<file path="src/pkg/mlag_map.vh">
// Purpose: Constants for the memory lock access guard
// Assumes: Included by bare name from design files
// Notes:   Definitions only
`ifndef MLAG_MAP_VH
`define MLAG_MAP_VH
// Lock key register
`define MLAG_KEY_OFFSET    8'h00
`define MLAG_KEY_UNLOCK    32'h5CC5C55C
`define MLAG_KEY_RESET     32'h5CC5C55C
// Memory section codes
`define MLAG_SEC_FLASH     3'h0
`define MLAG_SEC_SRAM      3'h1
`define MLAG_SEC_EEPROM    3'h2
`define MLAG_SEC_SIGNATURE_ROW   3'h3
`define MLAG_SEC_USER_CONFIG_ROW 3'h4
`define MLAG_SEC_FUSE      3'h5
`define MLAG_SEC_LOCK      3'h6
`define MLAG_SEC_REGS      3'h7
// Data returned for a denied read
`define MLAG_DENY_DATA     8'h00
// Bit position of the eeprom preserve bit in its fuse byte
`define MLAG_EEPROM_PRESERVE_POS 0
`endif

</file>
<file path="src/verilog/mlag_perm.v">
// Purpose: Access permission table for one requester
// Assumes: Section code as defined in the map header
// Notes:   Pure combinational lookup
`timescale 1ns/1ps
`include "mlag_map.vh"
module mlag_perm (
  // Request
  input  wire       is_debug,
  input  wire       locked,
  input  wire       fuse_cmd,
  input  wire [2:0] section,
  // Result
  output reg        rd_ok,
  output reg        wr_ok
);
  // Permission lookup
  always @* begin
    rd_ok = 1'b1;
    wr_ok = 1'b1;
    if (!is_debug) begin
      // CPU reads all; no write to signature, fuses or key
      if (section == `MLAG_SEC_SIGNATURE_ROW || section == `MLAG_SEC_FUSE ||
          section == `MLAG_SEC_LOCK)
        wr_ok = 1'b0;
    end else if (!locked) begin
      if (section == `MLAG_SEC_SIGNATURE_ROW)
        wr_ok = 1'b0;
    end else begin
      rd_ok = 1'b0;
      wr_ok = (section == `MLAG_SEC_USER_CONFIG_ROW) && fuse_cmd;
    end
  end
endmodule // mlag_perm

</file>
<file path="src/verilog/mlag_guard.v">
// Purpose: Lock key register and debug/CPU access gate
// Assumes: Key storage is nonvolatile; reset does not touch it
// Notes:   Key register models nonvolatile storage; RESETN leaves it alone.
//          Simulation starts unlocked from the initial key value.
//          One key serves both requesters; gating is combinational.
//          Gated strobes reach memory in the request cycle.
//          A denied debug access still acknowledges one cycle later.
//          Denied reads return fixed data, never memory contents.
//          The key never reaches the memory bus; it lives in the lock section.
//          Key bytes are picked by the two low address bits.
//          A byte that differs from the unlock value locks at the next edge.
//          Erase wins over a key write in the same cycle.
//          EEPROM erase is decided from the lock state before the erase.
//          CPU writes to protected sections are dropped without an error.
// Function
// - Unlocked only when the key equals the unlock value; else locked.
// - A debug write of any non-unlock value to the key locks the device.
// - CPU reads everything and writes flash, SRAM, EEPROM, user row, registers.
// - CPU never writes signature, fuses, key; unlocked debug writes all but signature.
// - Locked: debug reads and writes denied, except user row writes.
// - A denied read completes normally with data unrelated to memory.
// - Locked user row writes go through the fuse write command; reads stay hidden.
// - Only a full device erase unlocks, and it erases application data.
// - Erase while locked always clears EEPROM despite the preserve bit.
// - Key is 32 bits at offset zero, CPU read-only, starts unlocked, survives reset.
`timescale 1ns/1ps
`include "mlag_map.vh"
module mlag_guard (
  // Clock and reset
  input  wire        MCLK,
  input  wire        RESETN,
  // Debug port request
  input  wire        DBG_REQ,
  input  wire        DBG_WE,
  input  wire        DBG_FUSE_CMD,
  input  wire [2:0]  DBG_SECTION,
  input  wire [7:0]  DBG_ADDR,
  input  wire [7:0]  DBG_WDATA,
  // Debug port answer
  output reg  [7:0]  DBG_RDATA,
  output reg         DBG_ACK,
  // CPU request
  input  wire        CPU_REQ,
  input  wire        CPU_WE,
  input  wire [2:0]  CPU_SECTION,
  input  wire [7:0]  CPU_ADDR,
  // CPU answer
  output reg  [7:0]  CPU_RDATA,
  output reg         CPU_ACK,
  // Gated requests to the memory bus
  output wire        MEM_DBG_RD,
  output wire        MEM_DBG_WR,
  output wire        MEM_CPU_RD,
  output wire        MEM_CPU_WR,
  // Memory read data
  input  wire [7:0]  MEM_DBG_RDATA,
  input  wire [7:0]  MEM_CPU_RDATA,
  // Full device erase
  input  wire        ERASE_REQ,
  input  wire        EEPROM_PRESERVE_BIT,
  output reg         ERASE_FLASH,
  output reg         ERASE_EEPROM,
  // Lock state
  output wire        LOCKED
);
  // Key storage: not reset by RESETN, keeps value through resets
  reg  [31:0] memory_lock_key_reg = `MLAG_KEY_RESET;
  reg  [31:0] memory_lock_key_next;

  // Permission results from the two lookups
  wire        dbg_rd_ok;
  wire        dbg_wr_ok;
  wire        cpu_rd_ok;
  wire        cpu_wr_ok;

  // Lock section decode and key write enable
  wire        dbg_key_hit;
  wire        cpu_key_hit;
  wire        dbg_key_we;

  // Key byte read paths
  reg  [7:0]  dbg_key_byte;
  reg  [7:0]  cpu_key_byte;

  // Continuous key compare
  assign LOCKED = (memory_lock_key_reg != `MLAG_KEY_UNLOCK);

  // Debug permission
  mlag_perm u_dbg_perm (
    .is_debug (1'b1),
    .locked   (LOCKED),
    .fuse_cmd (DBG_FUSE_CMD),
    .section  (DBG_SECTION),
    .rd_ok    (dbg_rd_ok),
    .wr_ok    (dbg_wr_ok)
  );

  // CPU permission
  mlag_perm u_cpu_perm (
    .is_debug (1'b0),
    .locked   (LOCKED),
    .fuse_cmd (1'b0),
    .section  (CPU_SECTION),
    .rd_ok    (cpu_rd_ok),
    .wr_ok    (cpu_wr_ok)
  );

  // Key register lives in the lock section; memory bus never sees it
  assign dbg_key_hit = (DBG_SECTION == `MLAG_SEC_LOCK);
  assign cpu_key_hit = (CPU_SECTION == `MLAG_SEC_LOCK);

  // Gate debug requests in the decode cycle
  assign MEM_DBG_RD = DBG_REQ & ~DBG_WE & dbg_rd_ok & ~dbg_key_hit;
  assign MEM_DBG_WR = DBG_REQ &  DBG_WE & dbg_wr_ok & ~dbg_key_hit;

  // Gate CPU requests in the decode cycle
  assign MEM_CPU_RD = CPU_REQ & ~CPU_WE & cpu_rd_ok & ~cpu_key_hit;
  assign MEM_CPU_WR = CPU_REQ &  CPU_WE & cpu_wr_ok & ~cpu_key_hit;

  // Debug write that reaches the key register; locked state refuses it
  assign dbg_key_we = DBG_REQ & DBG_WE & dbg_wr_ok & dbg_key_hit;

  // Next key: byte writes from debug; erase restores unlock value
  always @* begin
    memory_lock_key_next = memory_lock_key_reg;
    if (ERASE_REQ) begin
      memory_lock_key_next = `MLAG_KEY_UNLOCK;
    end else if (dbg_key_we) begin
      case (DBG_ADDR[1:0])
        2'h0:    memory_lock_key_next[7:0]   = DBG_WDATA;
        2'h1:    memory_lock_key_next[15:8]  = DBG_WDATA;
        2'h2:    memory_lock_key_next[23:16] = DBG_WDATA;
        default: memory_lock_key_next[31:24] = DBG_WDATA;
      endcase
    end
  end

  // Key update; CPU write path never reaches it
  always @(posedge MCLK) begin
    memory_lock_key_reg <= memory_lock_key_next;
  end

  // Key byte picked by the debug address
  always @* begin
    case (DBG_ADDR[1:0])
      2'h0:    dbg_key_byte = memory_lock_key_reg[7:0];
      2'h1:    dbg_key_byte = memory_lock_key_reg[15:8];
      2'h2:    dbg_key_byte = memory_lock_key_reg[23:16];
      default: dbg_key_byte = memory_lock_key_reg[31:24];
    endcase
  end

  // Key byte picked by the CPU address
  always @* begin
    case (CPU_ADDR[1:0])
      2'h0:    cpu_key_byte = memory_lock_key_reg[7:0];
      2'h1:    cpu_key_byte = memory_lock_key_reg[15:8];
      2'h2:    cpu_key_byte = memory_lock_key_reg[23:16];
      default: cpu_key_byte = memory_lock_key_reg[31:24];
    endcase
  end

  // Flash erase strobe one cycle after the request
  always @(posedge MCLK or negedge RESETN) begin
    if (!RESETN) begin
      ERASE_FLASH <= 1'b0;
    end else begin
      ERASE_FLASH <= ERASE_REQ;
    end
  end

  // EEPROM erase: a locked device ignores the preserve bit
  always @(posedge MCLK or negedge RESETN) begin
    if (!RESETN) begin
      ERASE_EEPROM <= 1'b0;
    end else begin
      ERASE_EEPROM <= ERASE_REQ & (LOCKED | ~EEPROM_PRESERVE_BIT);
    end
  end

  // Debug acknowledge for every request, denied or not
  always @(posedge MCLK or negedge RESETN) begin
    if (!RESETN) begin
      DBG_ACK <= 1'b0;
    end else begin
      DBG_ACK <= DBG_REQ;
    end
  end

  // Debug read data: denied reads return fixed data
  always @(posedge MCLK or negedge RESETN) begin
    if (!RESETN) begin
      DBG_RDATA <= 8'h00;
    end else if (DBG_REQ && !DBG_WE) begin
      if (!dbg_rd_ok)
        DBG_RDATA <= `MLAG_DENY_DATA;
      else if (dbg_key_hit)
        DBG_RDATA <= dbg_key_byte;
      else
        DBG_RDATA <= MEM_DBG_RDATA;
    end
  end

  // CPU acknowledge for every request
  always @(posedge MCLK or negedge RESETN) begin
    if (!RESETN) begin
      CPU_ACK <= 1'b0;
    end else begin
      CPU_ACK <= CPU_REQ;
    end
  end

  // CPU read data: key readable, memory data otherwise
  always @(posedge MCLK or negedge RESETN) begin
    if (!RESETN) begin
      CPU_RDATA <= 8'h00;
    end else if (CPU_REQ && !CPU_WE) begin
      if (cpu_key_hit)
        CPU_RDATA <= cpu_key_byte;
      else
        CPU_RDATA <= MEM_CPU_RDATA;
    end
  end
endmodule // mlag_guard

</file>
<file path="config.mk">
export PLATFORM = sky130hd
export DESIGN_NAME = mlag_guard
export DESIGN_NICKNAME = d
export VERILOG_FILES = /design/src/verilog/mlag_perm.v /design/src/verilog/mlag_guard.v
export VERILOG_INCLUDE_DIRS = /design/src /design/src/pkg
export SDC_FILE = /design/constraint.sdc
export NUM_CORES = 1
export LEC_CHECK = 0
export BUFFER_PORTS_ARGS = -buffer_cell sky130_fd_sc_hd__buf_2
export CAP_MARGIN = 20
export CELL_PAD_IN_SITES_DETAIL_PLACEMENT = 0
export CELL_PAD_IN_SITES_GLOBAL_PLACEMENT = 1
export CORE_UTILIZATION = 41
export CTS_CLUSTER_DIAMETER = 50
export DETAILED_ROUTE_END_ITERATION = 6
export PLACE_DENSITY_LB_ADDON = 0.08
export SYNTH_ARGS = -nofsm -noshare
export SYNTH_HDL_FRONTEND = slang
export SYNTH_SLANG_ARGS = --single-unit
</file>
<file path="constraint.sdc">
create_clock -name MCLK -period 4.9 [get_ports MCLK]
set_clock_uncertainty 0.15 [all_clocks]
set_input_delay 0.245 -clock MCLK [delete_from_list [all_inputs] [get_ports MCLK]]
set_output_delay 0.245 -clock MCLK [all_outputs]
set_load 0.005 [all_outputs]
</file>
==> insert_results.sql <==
INSERT INTO impl_metrics (metric_group, metric, value, unit) VALUES
('clock_network', 'numCtsBuffers', '5', ''),
('clock_network', 'cts_resized', '0', ''),
('sta', 'worst_hold_check_slack', '0.0233', 'ns'),
('critical_path', 'crit_path_top_delay_cell', 'sky130_fd_sc_hd__nor3_4', ''),
('sta', 'maxSlewViolCount', '0', ''),
('critical_path', 'timing.critical_path.fanout_max', '26', ''),
('critical_path', 'crit-reg2reg-launch', 'memory_lock_key_reg[26]', ''),
('route', 'dr.pass1.iters', '4', ''),
('die', 'rows', '27', ''),
('clock_network', 'cts_setup_buffers', '0', ''),
('cells_and_area', 'most-common-layout-cells', 'sky130_fd_sc_hd__buf_2, sky130_fd_sc_hd__dfxtp_1, sky130_fd_sc_hd__nor2_1', ''),
('grt', 'antenna_found_initial', '0', ''),
('critical_path', 'critPathRequiredTime', '4.51', 'ns'),
('sta', 'finalHoldViolCount', '0', ''),
('route', 'route.final.wire_length', '6.22', 'mm'),
('die', 'initial_utilization', '43.7', '%'),
('run_status', 'outcome', 'complete, no violations', ''),
('critical_path', 'critical_path.top_delay_family', 'simple AND/OR/NAND/NOR gates', ''),
('worst_hold_path', 'worst_hold_path.num_cells', '3', ''),
('die', 'die_footprint', '0.00637', 'sq mm'),
('route', 'drt_drc_violations_left', '0', ''),
('run', 'maxcap_violations', '0', ''),
('cells_and_area', 'largest_reg_flops', '32', ''),
('critical_path', 'critPathCaptureType', 'primary output', ''),
('cells_and_area', 'drive_gt1_share', '29.0', '%'),
('die', 'core_area', '0.00568', 'sq mm'),
('cells_and_area', 'insertedDiodeCount', '0', ''),
('clock_network', 'clk-insertion-delay-late', '0.31', 'ns'),
('synth', 'synthesis.nets', '300', ''),
('worst_hold_path', 'timing.hold.worst_endpoint', 'DBG_RDATA[5]', ''),
('clock_network', 'cts_h_tree_depth', '2', ''),
('cells_and_area', 'non_filler_cells_final', '379', ''),
('cells_and_area', 'fillCellCount', '577', ''),
('sta', 'finalSetupViolations', '0', ''),
('clock_network', 'clk_pin_slew', '0.09', 'ns'),
('route', 'routed_wire_length_per_instance', '16.4', 'um'),
('pwr', 'total_power_density_per_cell_area', '289', 'mW/mm^2'),
('synth', 'netlist.top_cell.by_area', 'sky130_fd_sc_hd__dfxtp_1', ''),
('clock_network', 'ctsLongestPathBuffers', '2', ''),
('place', 'gpl.final_weighted_congestion', '0.768', ''),
('clock_network', 'tritoncts', 'built', ''),
('place', 'dp.cells', '367', ''),
('grt', 'pin_count_of_the_biggest_net_entering_global_routing', '47', ''),
('worst_hold_path', 'worst_hold_startpoint', 'MEM_DBG_RDATA[5]', ''),
('cells_and_area', 'layout_commonest_cell', 'sky130_fd_sc_hd__buf_2', ''),
('die', 'io-pin-count', '80', ''),
('route', 'post_drt_via_cell_ratio', '5.51', ''),
('critical_path', 'kind_of_critical_path', 'reg -> out', ''),
('sta', 'max_clock_freq', '344', 'MHz'),
('synth', 'yosysSeqAreaShare', '46.0', '%'),
('grt', 'track_usage', '21.0', '%'),
('critical_path', 'r2r_cells', '5', ''),
('worst_hold_path', 'worst_hold_path_type', 'in -> reg', ''),
('synth', 'async_flop_share', '38.5', '%'),
('clock_network', 'clockRootBuffer', 'sky130_fd_sc_hd__clkbuf_8', ''),
('route', 'num_vias', '2090', ''),
('place', 'pre_cts_ws', '2.29', 'ns'),
('critical_path', 'r2r_slack', '2.42', 'ns'),
('place', 'place.detailed.hpwl', '4.49', 'mm'),
('synth', 'dominantRegCellSynth', 'sky130_fd_sc_hd__dfxtp_1', ''),
('synth', 'netlist_area', '0.00248', 'sq mm'),
('route', 'drt_iter0_markers', '92', ''),
('critical_path', 'critPathBufInv', '2', ''),
('sta', 'worst_pin_slew', '0.897', 'ns'),
('critical_path', 'ordered_cell_list_for_the_critical_path', 'nor4bb_1, nand4_1, nor3_4, inv_4, nor3_1, buf_2', ''),
('grt', 'number_of_global_route_vias_before_repair', '1923', ''),
('sta', 'layout_worst_path_cycle_share', '59.4', '%'),
('synth', 'postSynthCellCount', '245', ''),
('sta', 'post-route-min-period', '2.91', 'ns'),
('sta', 'setup_repair_after_global_routing_missed_its_margin', 'false', ''),
('route', 'postRouteAntennaNets', '0', '');
-- power breakdown --
part	internal, mW	switching (mW)	leakage, nW
Combinational	0.0624	0.0753	0.722
Sequential	0.447	0.0106	0.506
Clock	0.115	0.144	0.0445
Total	0.625	0.230	1.27
-- logic make-up after synthesis --
group,after synthesis,synth area share [%]
AND/OR/NAND/NOR,80,17.8
AO/OA/AOI/OAI,54,15.5
flip-flops,52,46.0
buffers and inverters,37,6.40
multiplexers,21,14.0
XOR/XNOR,1,0.353
-- cells in the mapped netlist, types with 2 or more instances --
master,n
sky130_fd_sc_hd__a21oi_1,3
sky130_fd_sc_hd__a31oi_1,16
sky130_fd_sc_hd__and4b_1,2
sky130_fd_sc_hd__buf_2,2
sky130_fd_sc_hd__buf_6,2
sky130_fd_sc_hd__clkbuf_1,12
sky130_fd_sc_hd__dfrtp_1,20
sky130_fd_sc_hd__dfxtp_1,32
sky130_fd_sc_hd__inv_1,19
sky130_fd_sc_hd__mux2i_1,10
sky130_fd_sc_hd__mux4_2,11
sky130_fd_sc_hd__nand2_1,21
sky130_fd_sc_hd__nand2b_1,8
sky130_fd_sc_hd__nand3b_1,2
sky130_fd_sc_hd__nand4_1,2
sky130_fd_sc_hd__nor2_1,25
sky130_fd_sc_hd__nor3_1,2
sky130_fd_sc_hd__nor4_1,2
sky130_fd_sc_hd__nor4b_1,3
sky130_fd_sc_hd__o21ai_0,8
sky130_fd_sc_hd__o31ai_1,6
sky130_fd_sc_hd__o32ai_1,16
sky130_fd_sc_hd__o41ai_1,2
sky130_fd_sc_hd__or4_1,2
-- worst max path at each step --
stage / start / endpoint / slack [ns] / depth (start not counted)
2_1_floorplan: memory_lock_key_reg[9] / MEM_DBG_RD / 2.96 / 6
3_3_place_gp: memory_lock_key_reg[26] / MEM_DBG_RD / 2.29 / 6
3_5_place_dp: memory_lock_key_reg[26] / MEM_DBG_RD / 2.29 / 6
4_1_cts: memory_lock_key_reg[26] / MEM_DBG_RD / 1.95 / 6
5_1_grt: memory_lock_key_reg[26] / MEM_DBG_RD / 1.73 / 6
6_report: memory_lock_key_reg[26] / MEM_DBG_RD / 1.99 / 6
-- final cells by class --
| class | instances | area (sq um) | area share (%) |
|---|---|---|---|
| Clock buffer | 7 | 86.3 | 2.92 |
| Clock inverter | 1 | 7.51 | 0.254 |
| Inverter | 20 | 77.6 | 2.62 |
| Multi-Input combinational cell | 156 | 1180 | 39.9 |
| Sequential cell | 52 | 1140 | 38.5 |
| Tap cell | 72 | 90.1 | 3.04 |
| Timing Repair Buffer | 71 | 375 | 12.7 |
-- tightest hold or removal path: stages --
cell	delay (ns)
sky130_fd_sc_hd__buf_2	0.09
sky130_fd_sc_hd__inv_1	0.04
sky130_fd_sc_hd__o41ai_1	0.06
-- layer usage --
metal  part of all wire [%]  track usage (%)  up-vias
met5                      0                0        -
met2                     44             32.0       75
met1                     48             30.3      977
met4                    1.0             4.82        0
li1                       -                -     1030
met3                    6.6             4.34        8
-- stage by stage --
stage	util (%)	power, mW
2_1_floorplan	-	0.547
3_3_place_gp	49.8	0.603
3_5_place_dp	49.8	0.605
4_1_cts	52.2	0.859
5_1_grt	52.2	0.900
6_report	52.2	0.855
-- timing repair --
action	in CTS	in global routing
hold buffers	4	0
hold endpoints to repair	23	0
setup endpoints to repair	0	0
(Power assumes the default switching activity.)
